<file path="config.mk">
export PLATFORM = sky130hd
export DESIGN_NAME = rssc_ctrl
export DESIGN_NICKNAME = d
export VERILOG_FILES = /design/src/logic/rssc_pkg.sv /design/src/logic/rssc_ctrl.sv
export SDC_FILE = /design/constraint.sdc
export NUM_CORES = 1
export LEC_CHECK = 0
export ABC_AREA = 1
export BUFFER_PORTS_ARGS = -buffer_cell sky130_fd_sc_hd__buf_2
export CORE_ASPECT_RATIO = 1.4
export CORE_MARGIN = 2
export CORE_UTILIZATION = 59
export DETAILED_ROUTE_END_ITERATION = 8
export PLACE_DENSITY = 0.86
export SLEW_MARGIN = 10
export SYNTH_ARGS = -nofsm -noshare
export SYNTH_HDL_FRONTEND = slang
export SYNTH_SLANG_ARGS = --single-unit
</file>
<file path="constraint.sdc">
create_clock -name ref_clk -period 4.5 [get_ports ref_clk]
set_clock_uncertainty 0.1 [all_clocks]
set_input_delay 0.225 -clock ref_clk [delete_from_list [all_inputs] [get_ports ref_clk]]
set_output_delay 0.225 -clock ref_clk [all_outputs]
set_load 0.02 [all_outputs]
</file>
<file path="src/logic/rssc_pkg.sv">
package rssc_pkg;
  // ==========================================================
  // Widths
  // ==========================================================
  localparam int unsigned SET_W   = 8;   // Readout code width
  localparam int unsigned DELTA_W = 10;  // Threshold gap width

  // ==========================================================
  // Timing
  // ==========================================================
  localparam int unsigned CLK_NS        = 10;   // Clock period in ns
  localparam int unsigned NOVL_NS       = 100;  // Non-overlap delay, ns
  localparam int unsigned NOVL_CYC      = (NOVL_NS + CLK_NS - 1) / CLK_NS;
  localparam int unsigned RAMP_STEP_CYC = 16;   // Cycles per soft-start step
  localparam int unsigned READ_CYC      = 8;    // Settings readout length

  // ==========================================================
  // Supply sequencing states
  // ==========================================================
  typedef enum logic [2:0] {
    RSSC_NO_SUPPLY,
    RSSC_READOUT,
    RSSC_WAIT_BOOST,
    RSSC_RUN,
    RSSC_PROTECT
  } rssc_state_t;

  // Half-bridge gate phases
  typedef enum logic [1:0] {
    RSSC_LOW_ON,
    RSSC_GAP_TO_HIGH,
    RSSC_HIGH_ON,
    RSSC_GAP_TO_LOW
  } rssc_phase_t;

  // Supply comparator levels from the analog front end
  typedef struct packed {
    logic aux_above_rst;    // Aux supply above reset level
    logic aux_above_start;  // Aux supply above start level
    logic aux_below_hyst;   // Aux supply below start + hysteresis
    logic aux_below_low;    // Aux supply below low threshold
    logic aux_above_lowhys; // Aux supply above low + hysteresis
    logic aux_below_stop;   // Aux supply below stop level
    logic reg_above_uvp;    // Driver supply above undervoltage level
    logic reg_below_stop;   // Driver supply below stop level
  } rssc_supply_t;

  // Captured settings
  typedef struct packed {
    logic [SET_W-1:0] set_code;   // Settings pin code
    logic [SET_W-1:0] out_code;   // Output-sense pin code
    logic [SET_W-1:0] start_gap;  // Low-gate pin code: ramp start
  } rssc_settings_t;

  localparam logic [DELTA_W-1:0] GAP_ZERO = 10'h000;
  localparam logic [DELTA_W-1:0] GAP_STEP = 10'h001;
endpackage

</file>
<file path="src/logic/rssc_ctrl.sv">
`timescale 1ns/1ps
// Notes on behaviour
// - Below reset level, charge with limited current.
// - After start level, hysteretic start-up switch control.
// - Protection state keeps hysteretic aux regulation.
// - Burst idle: charge below low threshold, hysteresis.
// - No switching until driver supply above UVP.
// - Either supply below stop: no-supply, recharge.
// - At start levels, read resistor settings.
// - Boost sense held low until settings done.
// - Start switching once boost sense reaches start.
// - Low optocurrent disables high-voltage charging.
// - Above high threshold: high off, gap, low on.
// - Below low threshold: low off, gap, high on.
// - Lower optocurrent widens the threshold gap.
// - Optocurrent regulated to fixed low target.
// - Gap ramps up from resistor-set start value.
module rssc_ctrl
  import rssc_pkg::*;
#(
  parameter int unsigned NOVL = NOVL_CYC  // Non-overlap cycles
) (
  // Clock and reset
  input  wire logic                ref_clk,
  input  wire logic                rst_b,
  // Analog comparator levels
  input  wire rssc_supply_t        supply,
  input  wire logic                boost_start_ok,
  input  wire logic                opto_below_reg,
  input  wire logic                cap_above_high,
  input  wire logic                cap_below_low,
  input  wire logic                protect_req,
  input  wire logic                burst_idle,
  // Optocurrent error: high means current above target
  input  wire logic                opto_above_target,
  // Settings readout converter results
  input  wire logic [SET_W-1:0]    settings_sense,
  input  wire logic [SET_W-1:0]    output_sense,
  input  wire logic [SET_W-1:0]    low_gate_sense,
  // High-voltage start-up controls
  output logic                     hv_limit_on,
  output logic                     hv_switch_on,
  // Boost sense pin, open drain: oe low while pulling low
  output logic                     boost_sense_pfc_ctrl_o,
  output logic                     boost_sense_pfc_ctrl_oe_b,
  // Gate drives
  output logic                     high_gate_drive,
  output logic                     low_gate_drive,
  // Threshold gap, opto bias trim, held settings and sequencer state
  output logic [DELTA_W-1:0]       cap_gap,
  output logic                     opto_bias_up,
  output rssc_settings_t           settings,
  output rssc_state_t              seq_state
);

  // ==========================================================
  // Sequencer state
  // ==========================================================
  rssc_state_t    state_reg, state_next;    // Sequencer state
  logic [7:0]     rd_cnt_reg, rd_cnt_next;  // Readout timer
  rssc_settings_t set_reg, set_next;        // Held settings
  logic           reg_up_reg, reg_up_next;  // Driver supply has come up
  logic           sw_reg, sw_next;          // Hysteretic switch state
  logic           lim_reg, lim_next;        // Current limit active
  logic           pull_reg, pull_next;      // Boost pin pulled low

  // Supply fault: either rail below its stop level
  logic supply_fail;
  assign supply_fail = supply.aux_below_stop | supply.reg_below_stop;

  // Start-level hysteresis: off above start, on below start plus hysteresis
  function automatic logic hyst_sw(logic cur, rssc_supply_t s);
    return s.aux_above_start ? 1'b0 : (s.aux_below_hyst ? 1'b1 : cur);
  endfunction

  // Next-state logic for sequencing and start-up switch
  always_comb begin
    state_next  = state_reg;
    rd_cnt_next = rd_cnt_reg;
    set_next    = set_reg;
    reg_up_next = reg_up_reg | supply.reg_above_uvp;
    sw_next     = sw_reg;
    lim_next    = ~supply.aux_above_rst;
    pull_next   = 1'b0;
    case (state_reg)
      RSSC_NO_SUPPLY: begin
        // Recharge both rails; nothing switches yet
        pull_next   = 1'b1;
        rd_cnt_next = 8'h00;
        if (!supply.aux_above_rst) begin
          sw_next = 1'b1;
        end else begin
          sw_next = hyst_sw(sw_reg, supply);
        end
        if (supply.aux_above_start && supply.reg_above_uvp) begin
          state_next = RSSC_READOUT;
        end
      end
      RSSC_READOUT: begin
        pull_next   = 1'b1;
        rd_cnt_next = rd_cnt_reg + 8'h01;
        sw_next     = hyst_sw(sw_reg, supply);
        if (rd_cnt_reg == 8'(READ_CYC - 1)) begin
          // Capture once; kept through no-supply until the next readout
          set_next.set_code  = settings_sense;
          set_next.out_code  = output_sense;
          set_next.start_gap = low_gate_sense;
          state_next         = RSSC_WAIT_BOOST;
        end
      end
      RSSC_WAIT_BOOST: begin
        sw_next = hyst_sw(sw_reg, supply);
        if (boost_start_ok && supply.reg_above_uvp) begin
          state_next = RSSC_RUN;
        end
      end
      RSSC_RUN: begin
        // Aux winding supplies; charge only in burst idle
        if (opto_below_reg) begin
          sw_next = 1'b0;
        end else if (burst_idle && supply.aux_below_low) begin
          sw_next = 1'b1;
        end else if (supply.aux_above_lowhys || !burst_idle) begin
          sw_next = 1'b0;
        end
        if (protect_req) begin
          state_next = RSSC_PROTECT;
        end
      end
      RSSC_PROTECT: begin
        sw_next = hyst_sw(sw_reg, supply);
      end
      default: state_next = RSSC_NO_SUPPLY;
    endcase
    // Rail loss overrides everything and restarts
    if (supply_fail || (reg_up_reg && !supply.reg_above_uvp &&
        state_reg == RSSC_RUN)) begin
      state_next  = RSSC_NO_SUPPLY;
      reg_up_next = 1'b0;
      pull_next   = 1'b1;
    end
  end

  // Sequencer registers
  always_ff @(posedge ref_clk or negedge rst_b) begin
    if (!rst_b) begin
      state_reg  <= RSSC_NO_SUPPLY;
      rd_cnt_reg <= 8'h00;
      set_reg    <= '0;
      reg_up_reg <= 1'b0;
      sw_reg     <= 1'b0;
      lim_reg    <= 1'b1;
      pull_reg   <= 1'b1;
    end else begin
      state_reg  <= state_next;
      rd_cnt_reg <= rd_cnt_next;
      set_reg    <= set_next;
      reg_up_reg <= reg_up_next;
      sw_reg     <= sw_next;
      lim_reg    <= lim_next;
      pull_reg   <= pull_next;
    end
  end

  // ==========================================================
  // Half-bridge switching and soft start
  // ==========================================================
  rssc_phase_t      ph_reg, ph_next;        // Gate phase
  logic [7:0]       nov_reg, nov_next;      // Non-overlap timer
  logic [DELTA_W-1:0] gap_reg, gap_next;    // Threshold gap
  logic [7:0]       rmp_reg, rmp_next;      // Ramp step timer
  logic             bias_reg, bias_next;    // Opto bias trim
  logic             hg_reg, hg_next;        // High gate drive flop
  logic             lg_reg, lg_next;        // Low gate drive flop
  logic             run;

  assign run = (state_reg == RSSC_RUN);

  // Gate phase, gap ramp and opto bias next values
  always_comb begin
    ph_next   = ph_reg;
    nov_next  = 8'h00;
    gap_next  = gap_reg;
    rmp_next  = rmp_reg + 8'h01;
    bias_next = opto_above_target;
    if (!run) begin
      // Idle: low side on keeps bootstrap charged; gap at start
      ph_next  = RSSC_LOW_ON;
      gap_next = {{(DELTA_W-SET_W){1'b0}}, set_reg.start_gap};
      rmp_next = 8'h00;
    end else begin
      case (ph_reg)
        RSSC_HIGH_ON: if (cap_above_high) ph_next = RSSC_GAP_TO_LOW;
        RSSC_GAP_TO_LOW: begin
          nov_next = nov_reg + 8'h01;
          if (nov_reg == 8'(NOVL - 1)) ph_next = RSSC_LOW_ON;
        end
        RSSC_LOW_ON: if (cap_below_low) ph_next = RSSC_GAP_TO_HIGH;
        RSSC_GAP_TO_HIGH: begin
          nov_next = nov_reg + 8'h01;
          if (nov_reg == 8'(NOVL - 1)) ph_next = RSSC_HIGH_ON;
        end
        default: ph_next = RSSC_LOW_ON;
      endcase
      // Gap follows loop: low optocurrent widens, high narrows
      if (rmp_reg == 8'(RAMP_STEP_CYC - 1)) begin
        rmp_next = 8'h00;
        if (!opto_above_target && gap_reg != '1) begin
          gap_next = gap_reg + GAP_STEP;
        end else if (opto_above_target && gap_reg != GAP_ZERO) begin
          gap_next = gap_reg - GAP_STEP;
        end
      end
    end
    // Decode from next phase so the gate pins leave a flip-flop directly
    hg_next = (ph_next == RSSC_HIGH_ON);
    lg_next = (ph_next == RSSC_LOW_ON);
  end

  // Switching registers
  always_ff @(posedge ref_clk or negedge rst_b) begin
    if (!rst_b) begin
      ph_reg   <= RSSC_LOW_ON;
      nov_reg  <= 8'h00;
      gap_reg  <= GAP_ZERO;
      rmp_reg  <= 8'h00;
      bias_reg <= 1'b0;
      hg_reg   <= 1'b0;
      lg_reg   <= 1'b1;
    end else begin
      ph_reg   <= ph_next;
      nov_reg  <= nov_next;
      gap_reg  <= gap_next;
      rmp_reg  <= rmp_next;
      bias_reg <= bias_next;
      hg_reg   <= hg_next;
      lg_reg   <= lg_next;
    end
  end

  // ==========================================================
  // Outputs, all from flip-flops except the constant boost_sense_pfc_ctrl_o
  // ==========================================================
  assign hv_limit_on               = lim_reg;
  assign hv_switch_on              = sw_reg;
  assign boost_sense_pfc_ctrl_o    = 1'b0;
  assign boost_sense_pfc_ctrl_oe_b = ~pull_reg;
  assign high_gate_drive           = hg_reg;
  assign low_gate_drive            = lg_reg;
  assign cap_gap                   = gap_reg;
  assign opto_bias_up              = bias_reg;
  assign settings                  = set_reg;
  assign seq_state                 = state_reg;

  // ==========================================================
  // Checks
  // ==========================================================
  chk_gates_exclusive: assert property (@(posedge ref_clk)
    disable iff (!rst_b)
    !(high_gate_drive && low_gate_drive)) else $error("both gates on");
  chk_no_run_early: assert property (@(posedge ref_clk)
    disable iff (!rst_b) $rose(run) |-> $past(boost_start_ok))
    else $error("early run");
  chk_boost_pull: assert property (@(posedge ref_clk)
    disable iff (!rst_b) (state_reg == RSSC_READOUT) |=>
    !boost_sense_pfc_ctrl_oe_b) else $error("boost pin released");
  chk_fail_restart: assert property (@(posedge ref_clk)
    disable iff (!rst_b) supply_fail |=> state_reg == RSSC_NO_SUPPLY)
    else $error("no restart on fail");
  chk_high_to_low: assert property (@(posedge ref_clk)
    disable iff (!rst_b)
    (run && ph_reg == RSSC_HIGH_ON && cap_above_high) ##1 run [*2]
    |-> !high_gate_drive ##1 !low_gate_drive) else $error("bad high to low");
  chk_low_to_high: assert property (@(posedge ref_clk)
    disable iff (!rst_b) (run && ph_reg == RSSC_LOW_ON && cap_below_low)
    |=> !low_gate_drive) else $error("bad low to high");
  chk_opto_charge: assert property (@(posedge ref_clk)
    disable iff (!rst_b) (run && opto_below_reg && !supply_fail)
    |=> !hv_switch_on) else $error("charging near regulation");
  chk_limit_rst: assert property (@(posedge ref_clk)
    disable iff (!rst_b) !supply.aux_above_rst |=> hv_limit_on)
    else $error("no limit below reset");
  chk_hyst_off: assert property (@(posedge ref_clk)
    disable iff (!rst_b)
    (state_reg == RSSC_PROTECT && supply.aux_above_start && !supply_fail)
    |=> !hv_switch_on) else $error("switch on above start");
  chk_settings_hold: assert property (@(posedge ref_clk)
    disable iff (!rst_b) (state_reg == RSSC_RUN) |=> $stable(settings))
    else $error("settings changed");

endmodule

</file>
==> metrics, run 1 <==
DRC errors left 0; Primary FF master, synth dfrtp_1; RSZ-0062 raised after global routing false; Sum Neg Setup Slack 0 ns; Placed Cells 592; max-cap viol count 0; routed wire length 8.64 mm; Setup Viol. Count Final 0; LEAKAGE 2.44 nW; clk buf depth 2; CP Launch Type flip-flop; # resized after CTS 0; Synth top cells by count nand2_1 (96), dfrtp_1 (67), nor2_1 (53); IO Port Bufs 83; asr flop ratio synth 1.00; simple-gate portion of the synthesized area 0.252; DR vias/cell 5.40; total gr overflow 0; initial cell density of the core 0.614; top post-synthesis cells by area dfrtp_1 (43%), nand2_1 (9.3%), mux2_4 (7.0%); Critical Path Sink Type flip-flop; core area 6300 um^2; WL per Instance 14.1 um; area grow syn2layout 19.1%; GPL Wtd Cong 0.913; Die Span Y 99.8 um; largest family of logic cells by synthesized area simple AND/OR/NAND/NOR gates; first-pass GRT wire length 14.8 mm; Hold Path Sink settings[0]$_DFFE_PN0P_; CTS root buf clkbuf_8; share of layout cells above drive strength 1 0.273; clk_lat worst skew 0.34 ns; Synth warnings 0; Worst path max stage delay 0.43 ns; drt first pass iters 5; pin count of the biggest net entering global routing 37; Compound-Gate Fraction of Synth Area 0.0763; post-synthesis mux area share 0.0844; Yosys cell types 43; Worst Tran Pin Value 0.744 ns; # rows 34; Post-synth EDFFs 0; n_diodes 0; Synth Area per Inst 8.73 um^2; CTS buffer count 9; vias in the first global route 3344; outcome complete, no violations; Tmin final 2.45 ns; die area 7230 um^2; Placed Area 4320 um^2; R2R Path Start cap_gap[9]$_DFFE_PN0P_; FMAX 0.408 GHz; Final Non-Filler Cells 615; Synth Cell Area 3870 um^2; reg2reg path depth 11; via count 3320; Slew Limit Headroom 0.504; count leader, synth nand2_1; Synth top area share 0.433; CTS tree built; maximum vdd drop 0.000216 V; Worst EP arrival 2.58 ns; path category of the worst min-delay check in -> reg; period utilisation layout 0.544; number of fill cells 473; Hold Startpoint low_gate_sense[0]; Synth Area in Adders 0.0440; Max Fanout on Critical Path 11; Power, Total 1.50 mW; area leader, netlist dfrtp_1; max reg flops 24; pwr dens 325 nW/um^2; Mapped Cells 443; die width 72.4 um; Hold Violations, Final 0; area of the multi-input gates 1810 um^2; clk sinks 70; WS Path Type reg -> reg; H-tree depth 3; Most common cell on crit path nand2_1; CP max stage cell dfrtp_1; Worst Path Required 4.64 ns; syn_nets 497; Slew Viols, Final 0; FF+latch count, synth 70; design area 4610 um^2; worst hold stages 2; R2R Path End cap_gap[3]$_DFFE_PN0P_; setup slack, reg-to-reg 2.05 ns; worst path cell trace nand2_1 > nor2_1 > nand3_1 > nand2_2 > ha_1 > or2_2 > and2_1 > xnor2_1 > o21ai_0 > nand2_1 > nand2_1; DP Wirelength 6.22 mm; post-CTS setup buffers 0; sequential cell area 1760 um^2; total track usage 0.260; clock-pin slew on the worst setup and hold paths 0.08 ns; initial antenna violation count 1; drt initial violations 160; Seq/Total Area, Yosys 0.454; num ports 85; Final ANT Viol Nets 0; Final Net Count 592; XOR/XNOR Fraction of Synth Area 0.0113
[power breakdown]
part           switching, mW  leakage (nW)  total (mW)  internal [mW]
combinational          0.157          1.44       0.253         0.0966
sequential            0.0282         0.886       0.683          0.655
clock                  0.235         0.113       0.564          0.328
total                  0.420          2.44        1.50           1.08
[worst max-delay path by stage]
stage | start | to | slack [ns]
after floorplan | cap_gap[2]$_DFFE_PN0P_ | cap_gap[7]$_DFFE_PN0P_ | 2.28
after global placement | cap_gap[9]$_DFFE_PN0P_ | cap_gap[7]$_DFFE_PN0P_ | 2.24
after detailed placement | cap_gap[9]$_DFFE_PN0P_ | cap_gap[3]$_DFFE_PN0P_ | 2.15
after CTS | cap_gap[9]$_DFFE_PN0P_ | cap_gap[3]$_DFFE_PN0P_ | 2.09
after global routing | cap_gap[3]$_DFFE_PN0P_ | cap_gap[7]$_DFFE_PN0P_ | 1.85
final | cap_gap[9]$_DFFE_PN0P_ | cap_gap[3]$_DFFE_PN0P_ | 2.05
[kinds of logic (layout without fill, tap and decap cells)]
logic type | after synthesis | in the layout
compound gates | 54 | 54
xor+xnor | 5 | 5
fa+ha+maj | 13 | 13
buf+inv | 67 | 167
flops | 70 | 70
mux | 23 | 23
other cells | 1 | 1
simple gates | 210 | 210
[cell type report]
type                    instances  area share
repair buffers                 91       0.107
clock inverters                 5      0.0179
inverters                      60      0.0505
flip-flops and latches         70       0.381
multi-input cells             306       0.394
well taps                      72      0.0195
clock buffers                  11      0.0307
[repair_timing]
item                                   CTS  global route
setup endpoints to repair                0             0
endpoints found under the hold margin   40             0
hold buffers                             7             0
[critical path, delay by kind of cell (launching register included)]
family	cells	cell delay [ns]
AOI/OAI and AO/OA	1	0.12
xor gates and xnor gates	1	0.20
adders and majority gates	1	0.35
DFF	1	0.43
and+or+nand+nor	8	1.14
[metal layers]
| layer | vias to the layer above | GRT usage | wire length [um] |
|---|---|---|---|
| met5 | - | 0 | 13 |
| li1 | 1618 | - | - |
| met3 | 15 | 0.0482 | 409 |
| met2 | 105 | 0.457 | 4550 |
| met4 | 2 | 0.104 | 129 |
| met1 | 1580 | 0.311 | 3540 |
[placed cells by master (no fill, tap or decap), types with 3 or more instances in the layout]
master / count
xnor2_1: 3
dlygate4sd3_1: 7
a21oi_1: 14
o21ai_1: 4
ha_1: 12
nor3_1: 7
nand2_2: 4
dfstp_2: 3
nor2_1: 53
o21ai_0: 29
dfrtp_1: 67
nand3_4: 3
inv_1: 52
nand3_1: 27
nand3b_1: 3
nand4_1: 7
inv_2: 6
mux2_2: 5
nand2_1: 96
buf_2: 83
clkbuf_8: 10
mux2_4: 18
[metrics by stage]
step / utilization / setup WS (ns) / hold WS (ns)
after floorplan: - / 2.28 / -0.171
after global placement: 0.685 / 2.24 / 0.227
after detailed placement: 0.685 / 2.15 / 0.240
after CTS: 0.732 / 2.09 / 0.0000357
after global routing: 0.732 / 1.85 / 0.00379
final: 0.732 / 2.05 / 0.0151
Note: power is estimated with default switching activity, not from simulation.
==> run 2, diff against run 1 <==
--- a/config.mk
+++ b/config.mk
@@ -5,13 +5,13 @@
 export SDC_FILE = /design/constraint.sdc
 export NUM_CORES = 1
 export LEC_CHECK = 0
-export ABC_AREA = 1
+export ABC_AREA = 0
 export BUFFER_PORTS_ARGS = -buffer_cell sky130_fd_sc_hd__buf_2
 export CORE_ASPECT_RATIO = 1.4
 export CORE_MARGIN = 2
-export CORE_UTILIZATION = 59
+export CORE_UTILIZATION = 54
 export DETAILED_ROUTE_END_ITERATION = 8
-export PLACE_DENSITY = 0.86
+export PLACE_DENSITY = 0.8
 export SLEW_MARGIN = 10
 export SYNTH_ARGS = -nofsm -noshare
 export SYNTH_HDL_FRONTEND = slang
==> constraint.sdc (replaced) <==
create_clock -name ref_clk -period 2.4 [get_ports ref_clk]
set_clock_uncertainty 0.1 [all_clocks]
set_input_delay 0.12 -clock ref_clk [delete_from_list [all_inputs] [get_ports ref_clk]]
set_output_delay 0.12 -clock ref_clk [all_outputs]
set_load 0.02 [all_outputs]
==> run 2 against run 1 <==
The run now ends with negative setup slack left; synthesized cell count decreased by 25%; largest power group unchanged; setup slack lost 2.1 ns; critical path type unchanged; sequential power grew 82%; flip-flop and latch count unchanged; combinational power up 61%; core utilization is 1.3 points higher; first-iteration DRC count down 14%; routed wire length increased by 4.2%.
==> metrics, run 2 <==
pwr dens 525 nW/um^2; Max Fanout on Critical Path 3; violations in the final reports negative setup slack; post-synthesis mux area share 0.114; Critical Path Sink Type flip-flop; Synth top cells by count dfrtp_1 (67), nor2_1 (32), nand2_1 (30); sequential share of power 0.481; Worst Tran Pin Value 0.526 ns; Power, Total 2.57 mW; Mapped Cells 334; count leader, synth dfrtp_1; Synth top area share 0.458; period utilisation layout 1.03; switching pwr 0.681 mW; area leader, netlist dfrtp_1; CP Launch Type flip-flop; number of fill cells 435; Hold Startpoint supply[0]; H-tree depth 3; Fin Hold WS 0.0550 ns; clk sinks 70; met1 track demand over resource 0.304; worst hold stages 3; Synth Area in Adders 0.0492; die width 73.6 um; Synth warnings 0; DP Wirelength 6.12 mm; reg2reg path depth 10; Synth Area per Inst 11.0 um^2; Tmin final 2.47 ns; Yosys cell types 59; clock-pin slew on the worst setup and hold paths 0.08 ns; total track usage 0.262; met3 usage 0.0478; clk buf depth 2; CTS root buf clkbuf_8; final worst slack -0.0733 ns; Die Span Y 101 um; GPL Wtd Cong 0.817; pin count of the biggest net entering global routing 45; maximum vdd drop 0.000536 V; # rows 35; syn_nets 388; Slew Limit Headroom 0.650; outcome finished, violations left; XOR/XNOR Fraction of Synth Area 0.0407; area grow syn2layout 33.7%; Hold Violations, Final 0; die area 7460 um^2; DRC errors left 0; path category of the worst min-delay check in -> reg; most frequent cells in the layout buf_2 (83), dfrtp_1 (57), nor2_1 (32), dlygate4sd3_1 (31), nand2_1 (30); Slew Viols, Final 0; Final Net Count 528; via count 3069; FMAX 0.404 GHz; n_diodes 0; CTS tree built; max reg flops 24; initial cell density of the core 0.557; asr flop ratio synth 1.00; setup slack, reg-to-reg -0.07 ns; most common cell after layout, fill and taps aside buf_2; power share of the clock group 0.360; largest family of logic cells by synthesized area simple AND/OR/NAND/NOR gates; GRT busiest layer met2; RSZ-0062 raised after global routing true; vias in the first global route 3122; grt met2 use 0.456; Hold Path Sink seq_state[2]$_DFFE_PN0P_; top post-synthesis cells by area dfrtp_1 (46%), mux2_4 (8.2%), ha_1 (4.1%); WS Path Type reg -> reg; simple-gate portion of the synthesized area 0.171; first-pass GRT wire length 14.8 mm; IO Port Bufs 83; Worst EP arrival 2.61 ns; Primary FF master, synth dfrtp_1; num ports 85; max-cap viol count 0; Setup Viol. Count Final 2; R2R Path End cap_gap[8]$_DFFE_PN0P_; LEAKAGE 2.36 nW; R2R Path Start cap_gap[3]$_DFFE_PN0P_; Sum Neg Setup Slack -0.119 ns; Comb pwr share 0.159; FF+latch count, synth 70; P_int 1.89 mW; routed wire length 9.01 mm; Compound-Gate Fraction of Synth Area 0.109; Seq/Total Area, Yosys 0.480; Post-synth EDFFs 0; drt first pass iters 4; WL per Instance 16.3 um; Final ANT Viol Nets 0; Synth Cell Area 3660 um^2; total gr overflow 0; DR vias/cell 5.55; share of layout cells above drive strength 1 0.392; Worst Path Required 2.54 ns; CTS buffer count 9; drt initial violations 138; initial antenna violation count 0; core area 6570 um^2; clk_lat worst skew 0.35 ns; switching part of the total power 0.265
==> run 2: changes by cell type in the layout (fill, tap and decap cells not counted), sizes merged, moves of 22 or more <==
| cell | delta |
|---|---|
| inv | -47 |
| nor2 | -23 |
| o21ai | -22 |
| dlygate4sd3 | +24 |
| buf | +26 |
| nand2 | -72 |
==> run 2: per-stage QoR <==
step           instance area, um^2   util  cells  setup WS [ns]
3_5_place_dp                  4330  0.659    506        -0.0169
2_1_floorplan                 3700      -    334        -0.0878
3_3_place_gp                  4330  0.659    506         0.0138
6_report                      4890  0.745    553        -0.0733
5_1_grt                       4890  0.745    553         -0.134
4_1_cts                       4830  0.735    553       -0.00111
==> run 2: kinds of logic (layout without fill, tap and decap cells) <==
group | after synthesis | count (layout)
AND/OR/NAND/NOR | 120 | 120
flip-flops | 70 | 70
AO/OA/AOI/OAI | 56 | 56
multiplexers | 31 | 31
buffers and inverters | 25 | 170
XOR/XNOR | 17 | 17
adder cells (fa/ha/maj) | 14 | 14
other | 1 | 1
==> run 2: area by class of cell <==
type	count	area (um^2)	share of cell area
Multi-Input combinational cell	239	1860	0.381
Sequential cell	70	1770	0.361
Timing Repair Buffer	141	932	0.190
Clock buffer	10	128	0.0261
Tap cell	74	92.6	0.0189
Clock inverter	6	62.6	0.0128
Inverter	13	48.8	0.00997
==> run 2: power by group through the flow <==
stage                     sequential (mW)  combinational, mW  clock [mW]
final                                1.24              0.407       0.925
after global routing                 1.24              0.440        1.00
after CTS                            1.23              0.381       0.949
after detailed placement             1.26              0.342           0
after global placement               1.25              0.334           0
after floorplan                      1.30              0.141           0
==> run 2: worst max-delay path, cell delays in order (launching register included) <==
cell and delay [ns]:
dfrtp_2 0.37, nand4_1 0.14, o31ai_4 0.28, buf_4 0.18, inv_2 0.04, fa_2 0.35
nor2b_4 0.14, o2111ai_2 0.16, a31oi_1 0.25, xor2_1 0.10, a31o_2 0.27
==> run 2: timing repair <==
action / CTS / global route
buffers inserted: 0 / 0
gates resized for setup: 0 / 10
hold buffers: 31 / 0
setup endpoints to repair: 1 / 5
endpoints found under the hold margin: 99 / 0
pin swaps: 1 / 3
==> run 2: worst max-delay path by stage <==
stage / start / to / cells past startpoint
2_1_floorplan: cap_gap[0]$_DFFE_PN0P_ / cap_gap[8]$_DFFE_PN0P_ / 9
3_3_place_gp: cap_gap[2]$_DFFE_PN0P_ / cap_gap[9]$_DFFE_PN0P_ / 9
3_5_place_dp: cap_gap[3]$_DFFE_PN0P_ / cap_gap[9]$_DFFE_PN0P_ / 9
4_1_cts: cap_gap[2]$_DFFE_PN0P_ / cap_gap[9]$_DFFE_PN0P_ / 9
5_1_grt: cap_gap[3]$_DFFE_PN0P_ / cap_gap[8]$_DFFE_PN0P_ / 10
6_report: cap_gap[3]$_DFFE_PN0P_ / cap_gap[8]$_DFFE_PN0P_ / 10
==> run 2: per-layer routing <==
layer / up-vias / wire [um]
li1: 1468 / -
met1: 1475 / 3360
met2: 94 / 4960
met3: 32 / 320
met4: 0 / 368
met5: - / 0
==> run 3, diff against run 2 <==
--- a/config.mk
+++ b/config.mk
@@ -9,9 +9,10 @@
 export BUFFER_PORTS_ARGS = -buffer_cell sky130_fd_sc_hd__buf_2
 export CORE_ASPECT_RATIO = 1.4
 export CORE_MARGIN = 2
-export CORE_UTILIZATION = 54
+export CORE_UTILIZATION = 56
+export CTS_BUF_LIST = sky130_fd_sc_hd__clkbuf_2
 export DETAILED_ROUTE_END_ITERATION = 8
-export PLACE_DENSITY = 0.8
+export PLACE_DENSITY = 0.83
 export SLEW_MARGIN = 10
 export SYNTH_ARGS = -nofsm -noshare
 export SYNTH_HDL_FRONTEND = slang
==> run 3 against run 2 <==
Critical path type unchanged; critical endpoint is now cap_gap[9]$_DFFE_PN0P_; combinational power increased by 33%; critical path depth unchanged; global-route usage grew 3.6 points; hold slack got worse by 0.038 ns; flip-flop and latch count is the same; first-iteration DRC count up 120%; core utilization increased by 8.9 points; the flow still finishes with violations (negative setup slack); maximum frequency shrank 8.8%; total power is 4.8% lower; largest cell class unchanged; cell area rose by 6.6%; sequential power barely moved.
==> metrics, run 3 (same netlist as run 2, synthesis figures left out) <==
CP max stage cell dfrtp_2; WS Path Type reg -> reg; path category of the worst min-delay check in -> async; most common cell after layout, fill and taps aside buf_2; Worst EP arrival 3.03 ns; clk buf depth 2; instance count on the critical path 10; Final Non-Filler Cells 572; R2R Path End cap_gap[9]$_DFFE_PN0P_; worst path cell trace nand4_1 > o31ai_4 > buf_6 > buf_6 > ha_4 > a21oi_4 > o2111ai_4 > a31oi_4 > mux2i_1 > o311ai_2; CTS buffer count 9; critical path endpoint cap_gap[9]$_DFFE_PN0P_; Worst path max stage delay 0.42 ns; total track usage 0.298; total gr overflow 0; num ports 85; CTS root buf clkbuf_2; routed wire length 11.6 mm; FMAX 0.369 GHz; maximum vdd drop 0.000389 V; Fin Hold WS 0.0172 ns; Hold Violations, Final 0; final core utilization 0.834; max reg flops 24; H-tree depth 3; Top Metal Used met4; GPL Wtd Cong 0.833; initial antenna violation count 0; DRC errors left 0; drt first pass iters 5; met3 routed WL 701 um; pin count of the biggest net entering global routing 71; period utilisation layout 1.13; final worst slack -0.311 ns; CP Launch Type flip-flop; DP Wirelength 5.96 mm; Worst Path Required 2.72 ns; Critical Path Sink Type flip-flop; via count 3486; first-pass GRT wire length 16.5 mm; clk_lat worst skew 0.54 ns; vias in the first global route 3493; setup slack, reg-to-reg -0.31 ns; WL per Instance 20.3 um; violations in the final reports negative setup slack; Buf/Inv on CP 2; initial cell density of the core 0.585; pwr dens 469 nW/um^2; Met2 Routed Length 6.06 mm; most frequent cells in the layout buf_2 (83), dfrtp_1 (57), dlygate4sd3_1 (43), nor2_1 (32), nand2_1 (29); Setup Viol. Count Final 9; LEAKAGE 2.47 nW; max-cap viol count 0; R2R Path Start cap_gap[1]$_DFFE_PN0P_; CTS tree built; Slew Viols, Final 0; area of the multi-input gates 2030 um^2; DR vias/cell 6.09; clock-pin slew on the worst setup and hold paths 0.24 ns; DRT met1 WL 4.23 mm; core area 6250 um^2; area grow syn2layout 42.5%; Final ANT Viol Nets 0; Placed Cells 502; Tmin final 2.71 ns; number of fill cells 322; sequential cell area 1770 um^2; Final Net Count 549; die area 7210 um^2; delay-heaviest family, CP compound AO/OA/AOI/OAI gates; die width 72.3 um; crit path launch cap_gap[1]$_DFFE_PN0P_; reg2reg path depth 10; Max Fanout on Critical Path 3; IO Port Bufs 83; # rows 34; n_diodes 0; Most common cell on crit path buf_6; outcome finished, violations left; RSZ-0062 raised after global routing true; drt initial violations 302; share of layout cells above drive strength 1 0.418; clk sinks 70; Die Span Y 99.7 um
==> run 3: changes by cell type in the layout (fill, tap and decap cells not counted), moves of 6 or more <==
| cell | before | now |
|---|---|---|
| clkbuf_8 | 9 | 0 |
| buf_6 | 1 | 7 |
| dlygate4sd3_1 | 31 | 43 |
| clkbuf_2 | 0 | 9 |
==> run 3: tightest hold or removal path: cells and delay by family <==
family	cells	cell delay [ns]
buffers and inverters	3	0.97
==> run 3: per-layer routing <==
metal	up-vias	GRT usage
li1	1512	-
met5	-	0
met1	1682	0.328
met4	0	0.154
met3	60	0.0567
met2	232	0.533
==> run 3: metrics by stage <==
step | setup TNS (ns) | power [mW] | setup slack (ns) | instance area (um^2)
after floorplan | -0.168 | 1.44 | -0.0878 | 3700
after global placement | 0 | 1.58 | 0.00531 | 4330
after detailed placement | -0.183 | 1.60 | -0.118 | 4330
final | -1.57 | 2.45 | -0.311 | 5220
after global routing | -2.33 | 2.53 | -0.406 | 5220
after CTS | -0.172 | 2.34 | -0.0452 | 5050
==> run 3: final cells by class <==
type,instances,area share
clock buffer,9,0.00864
timing repair buffer,162,0.224
sequential,70,0.339
inverter,13,0.00935
multi-input combinational,239,0.390
tap,72,0.0173
clock inverter,7,0.0125
==> run 3: report_power, final <==
part / internal [mW] / switching (mW)
registers: 1.22 / 0.0247
logic: 0.262 / 0.278
clock network: 0.231 / 0.435
total: 1.71 / 0.738
==> run 3: repair_timing <==
| action | CTS | global route |
|---|---|---|
| setup endpoints to repair | 4 | 11 |
| hold endpoints to repair | 104 | 0 |
| setup buffers | 3 | 8 |
| pin swaps | 20 | 19 |
| gates resized for setup | 24 | 17 |
| hold buffers | 43 | 0 |
| gates cloned | 0 | 0 |
==> run 3: how the worst min path moves through the flow <==
stage	start	endpoint	slack, ns	depth (start not counted)
CTS	rst_b	nov_reg[7]$_DFF_PN0_	0.02	3
global placement	rst_b	cap_gap[8]$_DFFE_PN0P_	0.07	2
finish	rst_b	opto_bias_up$_DFF_PN0_	0.02	3
global route	rst_b	opto_bias_up$_DFF_PN0_	0.03	3
detailed placement	rst_b	settings[5]$_DFFE_PN0P_	0.07	2
floorplan	rst_b	cap_gap[0]$_DFFE_PN0P_	-0.28	0
